File: config.mk
export PLATFORM = sky130hd
export DESIGN_NAME = nvm_ahb_access_controller
export DESIGN_NICKNAME = d
export VERILOG_FILES = /design/src/rtl/nvm_ahb_access_controller.v
export VERILOG_INCLUDE_DIRS = /design/src /design/src/rtl
export SDC_FILE = /design/constraint.sdc
export NUM_CORES = 1
export LEC_CHECK = 0
export ABC_AREA = 0
export BUFFER_PORTS_ARGS = -buffer_cell sky130_fd_sc_hd__buf_4
export CAP_MARGIN = 10
export CORE_MARGIN = 2
export CORE_UTILIZATION = 30
export CTS_CLUSTER_DIAMETER = 40
export DETAILED_ROUTE_END_ITERATION = 8
export PLACE_DENSITY = 0.52
export SKIP_LAST_GASP = 1
export SLEW_MARGIN = 30
export SYNTH_ARGS = -nofsm -noshare
export SYNTH_HDL_FRONTEND = slang
export SYNTH_SLANG_ARGS = --single-unit
File: constraint.sdc
create_clock -name CLOCK_IN -period 5.15 [get_ports CLOCK_IN]
set_input_delay 0.2575 -clock CLOCK_IN [delete_from_list [all_inputs] [get_ports CLOCK_IN]]
set_output_delay 0.2575 -clock CLOCK_IN [all_outputs]
set_load 0.05 [all_outputs]
File: src/rtl/nvm_ctrl_regs.vh
// Constants for the non-volatile array access controller
`ifndef NVM_CTRL_REGS_VH
`define NVM_CTRL_REGS_VH

// ****************************************
// Address map
// ****************************************
`define CFG_BASE          32'h20200000
`define CFG_SIZE          32'h00000200
`define READ_BASE         32'h20220000
`define READ_SIZE         32'h00020000
`define SECTOR_A_OFFSET   32'h00000000
`define SECTOR_B_OFFSET   32'h00002000
`define SECTOR_C_OFFSET   32'h00010000
`define SECTOR_D_OFFSET   32'h0001E000

// ****************************************
// Page sizes in bytes
// ****************************************
`define PAGE_PLAIN_BYTES  256
`define PAGE_AUTH_BYTES   236

// ****************************************
// Timing
// ****************************************
`define CLK_PERIOD_NS     50
`define ARRAY_ACCESS_NS   80
`define ARRAY_FMAX_KHZ    26300
// Half period of array clock in AHB cycles: ceil(80 / 50)
`define ARRAY_HALF_CYCLES ((`ARRAY_ACCESS_NS + `CLK_PERIOD_NS - 1) / `CLK_PERIOD_NS)

// ****************************************
// AHB encodings
// ****************************************
`define HTRANS_NONSEQ     2'h2
`define HRESP_OKAY        1'h0
`define HRESP_ERROR       1'h1

`endif

File: src/rtl/nvm_ahb_access_controller.v
// AHB slave controller for the embedded non-volatile array read and program ports
//
// Behaviour
// RL1: Single AHB clock domain, AHB slave port.
// RL2: Program port is 32 bits wide.
// RL3: Read port is 64 bits wide.
// RL4: Array clock derived, at most 26.3 MHz.
// RL5: Pulse phases span whole cycles covering 80 ns.
// RL6: Array clock only runs on demand.
// RL7: Array clock restarts on any cycle.
// RL8: Every read miss fetches 64 bits into buffer.
// RL9: Buffer hit returns data without access.
// RL10: Program port accesses pass straight through.
// RL11: Program write waits for grant, then releases.
// RL12: Next program operation waits for grant again.
// RL13: 512-byte configuration region at 0x20200000.
// RL14: 128 KB read-only space in four sectors.
// RL15: Agent issues only whole-page operations.
// RL16: Pages 256 bytes plain, 236 authenticated.
// RL17: No processor writes to array contents.
// RL18: Miss stalls, returns half chosen by bit 2.
// RL19: Buffer invalid after reset and program writes.
`timescale 1ns/100ps
`default_nettype none
`include "nvm_ctrl_regs.vh"

module nvm_ahb_access_controller #(
    parameter HALF_CYCLES = `ARRAY_HALF_CYCLES,
    parameter PAGE_PLAIN  = `PAGE_PLAIN_BYTES,
    parameter PAGE_AUTH   = `PAGE_AUTH_BYTES
) (
    // Clock and reset
    input  wire        CLOCK_IN,
    input  wire        SYS_RST_IN,
    // AHB slave
    input  wire        HSEL_IN,
    input  wire [31:0] HADDR_IN,
    input  wire [1:0]  HTRANS_IN,
    input  wire        HWRITE_IN,
    input  wire [2:0]  HSIZE_IN,
    input  wire [31:0] HWDATA_IN,
    input  wire        HREADY_IN,
    output wire        HREADYOUT_OUT,
    output reg  [31:0] HRDATA_OUT,
    output wire        HRESP_OUT,
    // Array clock and clock request
    output reg         ARRAY_CLK_OUT,
    input  wire        ARRAY_CLK_REQ_IN,
    // Read port
    output reg         R_REQ_OUT,
    output reg  [16:3] R_ADDR_OUT,
    input  wire        R_ACK_IN,
    input  wire [63:0] R_DATA_IN,
    // Program / configuration port
    output reg         C_REQ_OUT,
    output reg         C_WRITE_OUT,
    output reg  [8:2]  C_ADDR_OUT,
    output reg  [31:0] C_WDATA_OUT,
    input  wire        C_GRANT_IN,
    input  wire [31:0] C_RDATA_IN,
    // Page sizes for the programming agent
    output wire [8:0]  PAGE_PLAIN_BYTES_OUT,
    output wire [8:0]  PAGE_AUTH_BYTES_OUT
);

    // ****************************************
    // States
    // ****************************************
    localparam ST_IDLE   = 3'h0;
    localparam ST_RFETCH = 3'h1;
    localparam ST_CWAIT  = 3'h2;
    localparam ST_CREAD  = 3'h3;
    localparam ST_ERR1   = 3'h4;
    localparam ST_ERR2   = 3'h5;
    localparam ST_CPEND  = 3'h6;
    // Program read data stands here; behaves as idle for a new request
    localparam ST_CDONE  = 3'h7;

    reg  [2:0]  state;
    reg  [2:0]  next_state;
    reg  [15:0] half_cnt;
    reg  [63:0] buf_data;
    reg  [16:3] buf_addr;
    reg         buf_valid;
    reg         rd_sel_hi;
    reg         cw_pending;
    reg  [8:2]  cw_addr;

    // ****************************************
    // Address decode
    // ****************************************
    wire        start   = HSEL_IN & HREADY_IN & HTRANS_IN[1];      // [RL1]
    wire        in_cfg  = (HADDR_IN >= `CFG_BASE) &&
                          (HADDR_IN < (`CFG_BASE + `CFG_SIZE));   // [RL13]
    wire        in_read = (HADDR_IN >= `READ_BASE) &&
                          (HADDR_IN < (`READ_BASE + `READ_SIZE)); // [RL14]
    wire [31:0] roff    = HADDR_IN - `READ_BASE;
    wire        hit     = buf_valid && (buf_addr == roff[16:3]);  // [RL9]

    // Sector index, kept for debug visibility of the four-sector map
    wire [1:0]  sector  = (roff < `SECTOR_B_OFFSET) ? 2'h0 :
                          (roff < `SECTOR_C_OFFSET) ? 2'h1 :
                          (roff < `SECTOR_D_OFFSET) ? 2'h2 : 2'h3; // [RL14]

    assign PAGE_PLAIN_BYTES_OUT = PAGE_PLAIN[8:0]; // [RL16]
    assign PAGE_AUTH_BYTES_OUT  = PAGE_AUTH[8:0];  // [RL16]

    // ****************************************
    // Array clock: gated divider, restartable
    // ****************************************
    // Starts only while a read fetch is pending or the array asks; a high phase already begun runs to its end
    wire clk_need = R_REQ_OUT | ARRAY_CLK_REQ_IN;              // [RL6]
    wire phase_end = (half_cnt == (HALF_CYCLES[15:0] - 16'h0001));

    // Each phase lasts HALF_CYCLES clocks, so period >= 2*80 ns
    always @(posedge CLOCK_IN or posedge SYS_RST_IN) begin
        if (SYS_RST_IN) begin
            ARRAY_CLK_OUT <= 1'b0;
            half_cnt      <= 16'h0000;
        end else if (!clk_need && !ARRAY_CLK_OUT) begin
            half_cnt      <= 16'h0000;                          // [RL6]
        end else if (phase_end) begin
            ARRAY_CLK_OUT <= ~ARRAY_CLK_OUT;                    // [RL4] [RL5]
            half_cnt      <= 16'h0000;
        end else begin
            half_cnt      <= half_cnt + 16'h0001;               // [RL7]
        end
    end

    // Read data is taken on the last cycle of a high phase, as the array clock falls
    wire array_edge = phase_end && ARRAY_CLK_OUT;

    // ****************************************
    // Next state
    // ****************************************
    always @* begin
        next_state = state;
        case (state)
            ST_IDLE, ST_CDONE: begin
                next_state = ST_IDLE;
                if (start) begin
                    if (in_read && !HWRITE_IN && !hit)
                        next_state = ST_RFETCH;                 // [RL18]
                    else if (in_read && HWRITE_IN)
                        next_state = ST_ERR1;                   // [RL17]
                    else if (in_cfg && HWRITE_IN)
                        next_state = ST_CPEND;
                    else if (in_cfg)
                        next_state = ST_CREAD;
                    else if (!in_read)
                        next_state = ST_ERR1;
                end
            end
            ST_RFETCH: if (R_ACK_IN && array_edge) next_state = ST_IDLE;
            ST_CPEND:  next_state = ST_CWAIT;
            ST_CWAIT:  if (C_GRANT_IN) next_state = ST_IDLE;    // [RL11]
            ST_CREAD:  if (C_GRANT_IN) next_state = ST_CDONE;   // [RL12]
            ST_ERR1:   next_state = ST_ERR2;
            ST_ERR2:   next_state = ST_IDLE;
            default:   next_state = ST_IDLE;
        endcase
    end

    // ****************************************
    // AHB response
    // ****************************************
    // Write data phase waits for grant; reads wait until data is registered
    assign HREADYOUT_OUT = (state == ST_IDLE) || (state == ST_ERR2) ||
                           ((state == ST_CWAIT) && C_GRANT_IN) ||
                           (state == ST_CDONE);                 // [RL11]
    assign HRESP_OUT = ((state == ST_ERR1) || (state == ST_ERR2)) ?
                       `HRESP_ERROR : `HRESP_OKAY;              // [RL17]

    // ****************************************
    // Sequential control and datapath
    // ****************************************
    always @(posedge CLOCK_IN or posedge SYS_RST_IN) begin
        if (SYS_RST_IN) begin
            state       <= ST_IDLE;
            buf_valid   <= 1'b0;                                // [RL19]
            buf_data    <= 64'h0000000000000000;
            buf_addr    <= 14'h0000;
            rd_sel_hi   <= 1'b0;
            R_REQ_OUT   <= 1'b0;
            R_ADDR_OUT  <= 14'h0000;
            C_REQ_OUT   <= 1'b0;
            C_WRITE_OUT <= 1'b0;
            C_ADDR_OUT  <= 7'h00;
            C_WDATA_OUT <= 32'h00000000;
            HRDATA_OUT  <= 32'h00000000;
            cw_pending  <= 1'b0;
            cw_addr     <= 7'h00;
        end else begin
            state <= next_state;
            case (state)
                ST_IDLE, ST_CDONE: begin
                    if (start && in_read && !HWRITE_IN) begin
                        if (hit) begin
                            // Hit: answer from buffer, no array access
                            HRDATA_OUT <= roff[2] ? buf_data[63:32]
                                                  : buf_data[31:0]; // [RL9]
                        end else begin
                            R_REQ_OUT  <= 1'b1;                 // [RL8] [RL3]
                            R_ADDR_OUT <= roff[16:3];
                            rd_sel_hi  <= roff[2];
                        end
                    end else if (start && in_cfg) begin
                        // Address now, write data follows next cycle
                        cw_addr    <= HADDR_IN[8:2];            // [RL10]
                        cw_pending <= HWRITE_IN;
                        if (!HWRITE_IN) begin
                            C_REQ_OUT   <= 1'b1;                // [RL10]
                            C_WRITE_OUT <= 1'b0;
                            C_ADDR_OUT  <= HADDR_IN[8:2];
                        end
                    end
                end
                ST_CPEND: begin
                    C_REQ_OUT   <= 1'b1;                        // [RL2]
                    C_WRITE_OUT <= 1'b1;
                    C_ADDR_OUT  <= cw_addr;
                    C_WDATA_OUT <= HWDATA_IN;
                    buf_valid   <= 1'b0;                        // [RL19]
                end
                ST_RFETCH: begin
                    if (R_ACK_IN && array_edge) begin
                        R_REQ_OUT  <= 1'b0;
                        buf_data   <= R_DATA_IN;                // [RL8]
                        buf_addr   <= R_ADDR_OUT;
                        buf_valid  <= 1'b1;
                        HRDATA_OUT <= rd_sel_hi ? R_DATA_IN[63:32]
                                                : R_DATA_IN[31:0]; // [RL18]
                    end
                end
                ST_CWAIT: begin
                    if (C_GRANT_IN) begin
                        C_REQ_OUT  <= 1'b0;                     // [RL11]
                        cw_pending <= 1'b0;
                    end
                end
                ST_CREAD: begin
                    if (C_GRANT_IN) begin
                        C_REQ_OUT  <= 1'b0;
                        HRDATA_OUT <= C_RDATA_IN;               // [RL10]
                    end
                end
                default: begin
                    R_REQ_OUT <= R_REQ_OUT;
                end
            endcase
        end
    end

endmodule // nvm_ahb_access_controller

`default_nettype wire

== After elaboration in Yosys (flattened, before gate mapping) ==
Index checks and enable logic that the tools add are counted.
Widths: inputs -> output; s select.

* Memories: 0
* Input port bits: 173
* Memory bits (writable): 0
* Bits in latches: 0
* Register bits: 195
* Output and inout bits: 109
* Bits in read-only memories: 0
* Word-level logic and storage cells: 126

* Eq/ne operators: 19
* Muxes and demuxes: 39
* Divide/modulo/power cells: 0
* Add/subtract/negate cells: 2
* Bitwise gates (word level): 7
* Multipliers: 0
* $lt $le $gt $ge: 4
* Shift-type cells: 0
* Reductions and logical operators: 40

{| class="wikitable"
|+ Operators with widths
! cell !! number
|-
| $mux 32 || 6
|-
| $pmux 32 s3 || 1
|-
| $ge 32x30->1 const B || 2
|-
| $lt 32x30->1 const B || 2
|-
| $mux 16 || 2
|-
| $mux 3 || 9
|-
| $mux 7 || 3
|-
| $pmux 3 s7 || 1
|-
| $ne 2x2->1 const B || 9
|-
| $sub 17x1->17 const B || 1
|-
| $add 16x1->16 const B || 1
|-
| $eq 16x1->1 const B || 1
|-
| $eq 14x14->1 || 1
|-
| $logic_and 1x1->1 || 14
|-
| $pmux 7 s2 || 1
|-
| $eq 3x3->1 const B || 4
|-
| $mux 1 || 12
|-
| $reduce_and 5->1 || 2
|-
| $reduce_and 3->1 || 3
|-
| $reduce_and 4->1 || 2
|-
| $eq 3x2->1 const B || 2
|-
| $pmux 1 s2 || 3
|-
| $reduce_and 2->1 || 3
|-
| $reduce_bool 2->1 || 3
|-
| 11 further kinds || 23
|}

== Logic depth before layout (Yosys ltp) ==
* Word-level depth: 9
* Gate-level depth with buffers: 8
* Mapped depth without buffers: 7

== Worst setup path after synthesis ==
No wires, ideal clock.

* Kind: reg2reg
* From: register ARRAY_CLK_OUT
* To: register buf_addr[10] (netlist bit)
* Library setup time: 0.125 ns
* Arrival time: 2.224 ns
* Cell stages (with the launch flop): 7
* Buffers on the path: 2
* Period minus slack after synthesis: 2.349 ns
* Slack: 2.801 ns
* Cells stage by stage: dfrtp_1 > nand2_2 > or4b_1 > or3_1 > buf_6 > buf_12 > mux2_4

* Longest elaborated chain between the ends: 3

{| class="wikitable"
|+ Ends and longest elaborated chain
! item !! line !! RTL
|-
| from (decl) || nvm_ahb_access_controller.v:47 || <nowiki>output reg ARRAY_CLK_OUT,</nowiki>
|-
| from (signal assigned) || nvm_ahb_access_controller.v:123 || <nowiki>ARRAY_CLK_OUT <= ~ARRAY_CLK_OUT;</nowiki>
|-
| $logic_and 1x1->1 || nvm_ahb_access_controller.v:131 || <nowiki>wire array_edge = phase_end && ARRAY_CLK_OUT;</nowiki>
|-
| $logic_and 1x1->1 || nvm_ahb_access_controller.v:226 || <nowiki>if (R_ACK_IN && array_edge) begin</nowiki>
|-
| $reduce_and 2->1 (no source line) || - ||
|-
| to (signal assigned) || nvm_ahb_access_controller.v:182 || <nowiki>buf_addr <= 14'h0000;</nowiki>
|-
| to (signal assigned) || nvm_ahb_access_controller.v:229 || <nowiki>buf_addr <= R_ADDR_OUT;</nowiki>
|-
| to (decl) || nvm_ahb_access_controller.v:83 || <nowiki>reg [16:3] buf_addr;</nowiki>
|}

Every way passes these cells.
A chain may end at the register's enable or synchronous reset.

== Worst setup path after layout ==
* From: register state[0]
* To: register buf_data[1]

* Longest elaborated chain between the ends: 2

{| class="wikitable"
|+ Ends and longest elaborated chain
! item !! line !! RTL
|-
| from (decl) || nvm_ahb_access_controller.v:79 || <nowiki>reg [2:0] state;</nowiki>
|-
| from (signal assigned) || nvm_ahb_access_controller.v:194 || <nowiki>state <= next_state;</nowiki>
|-
| $eq 3x1->1 || nvm_ahb_access_controller.v:195 || <nowiki>case (state)</nowiki>
|-
| $reduce_and 2->1 (no source line) || - ||
|-
| to (signal assigned) || nvm_ahb_access_controller.v:181 || <nowiki>buf_data <= 64'h0000000000000000;</nowiki>
|-
| to (signal assigned) || nvm_ahb_access_controller.v:228 || <nowiki>buf_data <= R_DATA_IN;</nowiki>
|-
| to (decl) || nvm_ahb_access_controller.v:82 || <nowiki>reg [63:0] buf_data;</nowiki>
|}

Every way passes these cells.

==> results_dict.tcl <==
set metrics [dict create \
    syn-cell-area_um2 9720 \
    fin_setup_tns_ns 0 \
    power_density_nw_per_um2 426 \
    synth.avg_cell_area_um2 13.3 \
    die_area_um2 33900 \
    utilization 0.400 \
    p_leak_nw 6.25 \
    gp_congestion 0.755 \
    htreeDepth 4 \
    synth-seq-cells 195 \
    fillers 3115 \
    antenna_left 0 \
    timing.rr.end "buf_data[1]" \
    dp_hpwl_um 17100 \
    synth_area_leaders "dfrtp_1, mux2_4, mux2i_1" \
    grt_antenna_before_repair 0 \
    ys_warn_count 0 \
    final_hold_viol_count 0 \
    detail_route.wl_per_cell_um 18.1 \
    min-delay-start "HWDATA_IN[17]" \
    grt_start_max_net_pins 87 \
    final_cell_area_um2 12700 \
    drt_iter0_drc 284 \
    die_height_um 184 \
    start_util 0.306 \
    synth_seq_area_share 0.502 \
    drive_gt1_frac 0.429 \
    cp-start-kind "flip-flop" \
    cts_max_path_buffers 2 \
    finalCriticalPeriod_ns 3.13 \
    root_buffer "clkbuf_16" \
    register_area_um2 4880 \
    rows 65 \
    synth_common_cells "dfrtp_1, mux2_4, mux2i_1" \
    yosysTopAreaCell "dfrtp_1" \
    arrival_ns 3.45 \
    port_buffers 257 \
    netlist_instances 733 \
    wl_um 25600 \
    grt_use_total 0.154 \
    cts_buffers 17 \
    drtPass1Iterations 6 \
    hold_class "in2reg" \
    placed_cell_area_um2 11900 \
    critical_path_required_ns 5.47 \
    vdd_ir_drop_max_mv 0.261 \
    ys.flop_type "dfrtp_1" \
    setup_viol 0 \
    stdcell_count 1411 \
    nNetsFinal 1171 \
    drc_errors 0 \
    grt_pass1_wl_um 39900 \
    crit_path_end_kind "flip-flop" \
    fmax_ghz 0.320 \
    multi_input_area_um2 4440 \
    maxSlewHeadroom 0.443 \
    rr_startpoint "state[0]" \
    async_flop_share 1.00 \
    slew_violations 0 \
    syn_to_final_growth_pct 30.5 \
    worstSetupPathType "reg2reg" \
    status "completed" \
    yosys.area.top_type_share 0.502 \
    clkSlewWorstSetupHoldPaths_ns 0.08 \
    cp_max_fo 41 \
    min_to "C_WDATA_OUT[17]" \
    diodes 0 \
    fin_crit_sh 0.607 \
    clock_latency_ns 0.45 \
    worst_slew_pin_slew_ns 0.836 \
    maxCapViolCount 0 \
    vias_per_cell 4.75 \
    synth.most_common_cell "dfrtp_1" \
    clkSinkCount 195 \
    rsz0062_at_grt "false" \
    cts_tree "built" \
    post_synth_num_cell_types 51 \
    hold_depth 2 \
    dr_total_vias 6706 \
    rr_worst_depth 6 \
    synth_edf_count 0 \
    coreArea_um2 31700 \
    grt_overflow_total 0 \
    rrSetupSlack_ns 2.02 \
    skew_ns 0.0154 \
    dieWidth_um 184 \
    grt_pass1_vias 7019 \
    dp.cells 1358 \
    worst_hold_slack_ns 0.0317 \
    io_pins 282 \
]
[power breakdown]
group	internal, mW	switching [mW]	leakage [nW]
sequential	1.85	0.198	2.55
clock	0.644	0.674	0.275
combinational	0.904	1.13	3.43
total	3.40	2.00	6.25
[layout by cell type, fill, tap and decap left out, drive strengths merged, types with 8 or more instances in the layout]
cell / count
conb: 18
dlygate4sd3: 21
nand4: 14
nand2: 45
dfrtp: 195
mux2i: 71
clkbuf: 17
nand3: 12
mux2: 164
nor2: 34
xnor2: 19
nor3: 8
o221ai: 32
a21oi: 11
buf: 268
inv: 14
[metal layers]
| layer | track usage | wire length (um) | vias up |
|---|---|---|---|
| met5 | 0 | 0 | - |
| met4 | 0.0451 | 418 | 0 |
| met3 | 0.0444 | 1450 | 24 |
| met2 | 0.251 | 12500 | 181 |
| met1 | 0.197 | 11300 | 3352 |
| li1 | - | - | 3149 |
[per-stage QoR]
stage          worst slack [ns]  power [mW]
2_1_floorplan              2.37        3.53
3_3_place_gp               2.04        4.10
3_5_place_dp               1.99        4.13
4_1_cts                    1.96        5.49
5_1_grt                    1.83        5.71
6_report                   2.02        5.40
[registers in the layout (all words and copies together) (netlist names)]
register       cells
buf_data          64
C_WDATA_OUT       32
HRDATA_OUT        32
half_cnt          16
R_ADDR_OUT        14
buf_addr          14
C_ADDR_OUT         7
cw_addr            7
state              3
ARRAY_CLK_OUT      1
C_REQ_OUT          1
C_WRITE_OUT        1
R_REQ_OUT          1
buf_valid          1
rd_sel_hi          1
[cells by family after synthesis]
| group | count (synthesis) | synth area share |
|---|---|---|
| AO/OA/AOI/OAI | 62 | 0.0479 |
| other | 2 | 0.000773 |
| XOR/XNOR | 26 | 0.0234 |
| AND/OR/NAND/NOR | 143 | 0.0736 |
| flip-flops | 195 | 0.502 |
| multiplexers | 235 | 0.299 |
| buffers and inverters | 68 | 0.0502 |
| adder cells (fa/ha/maj) | 2 | 0.00257 |
[critical path, stage by stage, from the launching register on]
cell,delay [ns]
dfrtp_1,0.56
nor2b_4,0.20
buf_4,0.43
nand2_1,0.14
or3_4,0.73
buf_4,0.50
mux2_4,0.39
[area by class of cell]
| class | instances | share of cell area |
|---|---|---|
| multi-input cells | 486 | 0.350 |
| clock inverters | 15 | 0.0112 |
| clock buffers | 17 | 0.0336 |
| well taps | 402 | 0.0397 |
| repair buffers | 289 | 0.178 |
| inverters | 7 | 0.00237 |
| flip-flops and latches | 195 | 0.385 |
[worst max-delay path by stage]
stage | slack, ns | endpoint | startpoint | cells after the start
finish | 2.02 | buf_data[1] | state[0] | 6
global route | 1.83 | buf_data[1] | state[0] | 6
CTS | 1.96 | buf_data[1] | state[0] | 6
detailed placement | 1.99 | buf_data[36] | state[0] | 6
global placement | 2.04 | buf_data[10] | state[0] | 6
floorplan | 2.37 | ARRAY_CLK_OUT | SYS_RST_IN | 1
[timing repair]
action,in CTS,in global routing
setup buffers,0,0
hold buffers,21,0
endpoints found under the hold margin,41,0
gates resized for setup,0,0
setup endpoints to repair,0,0
Note: power is estimated with default switching activity, not from simulation.
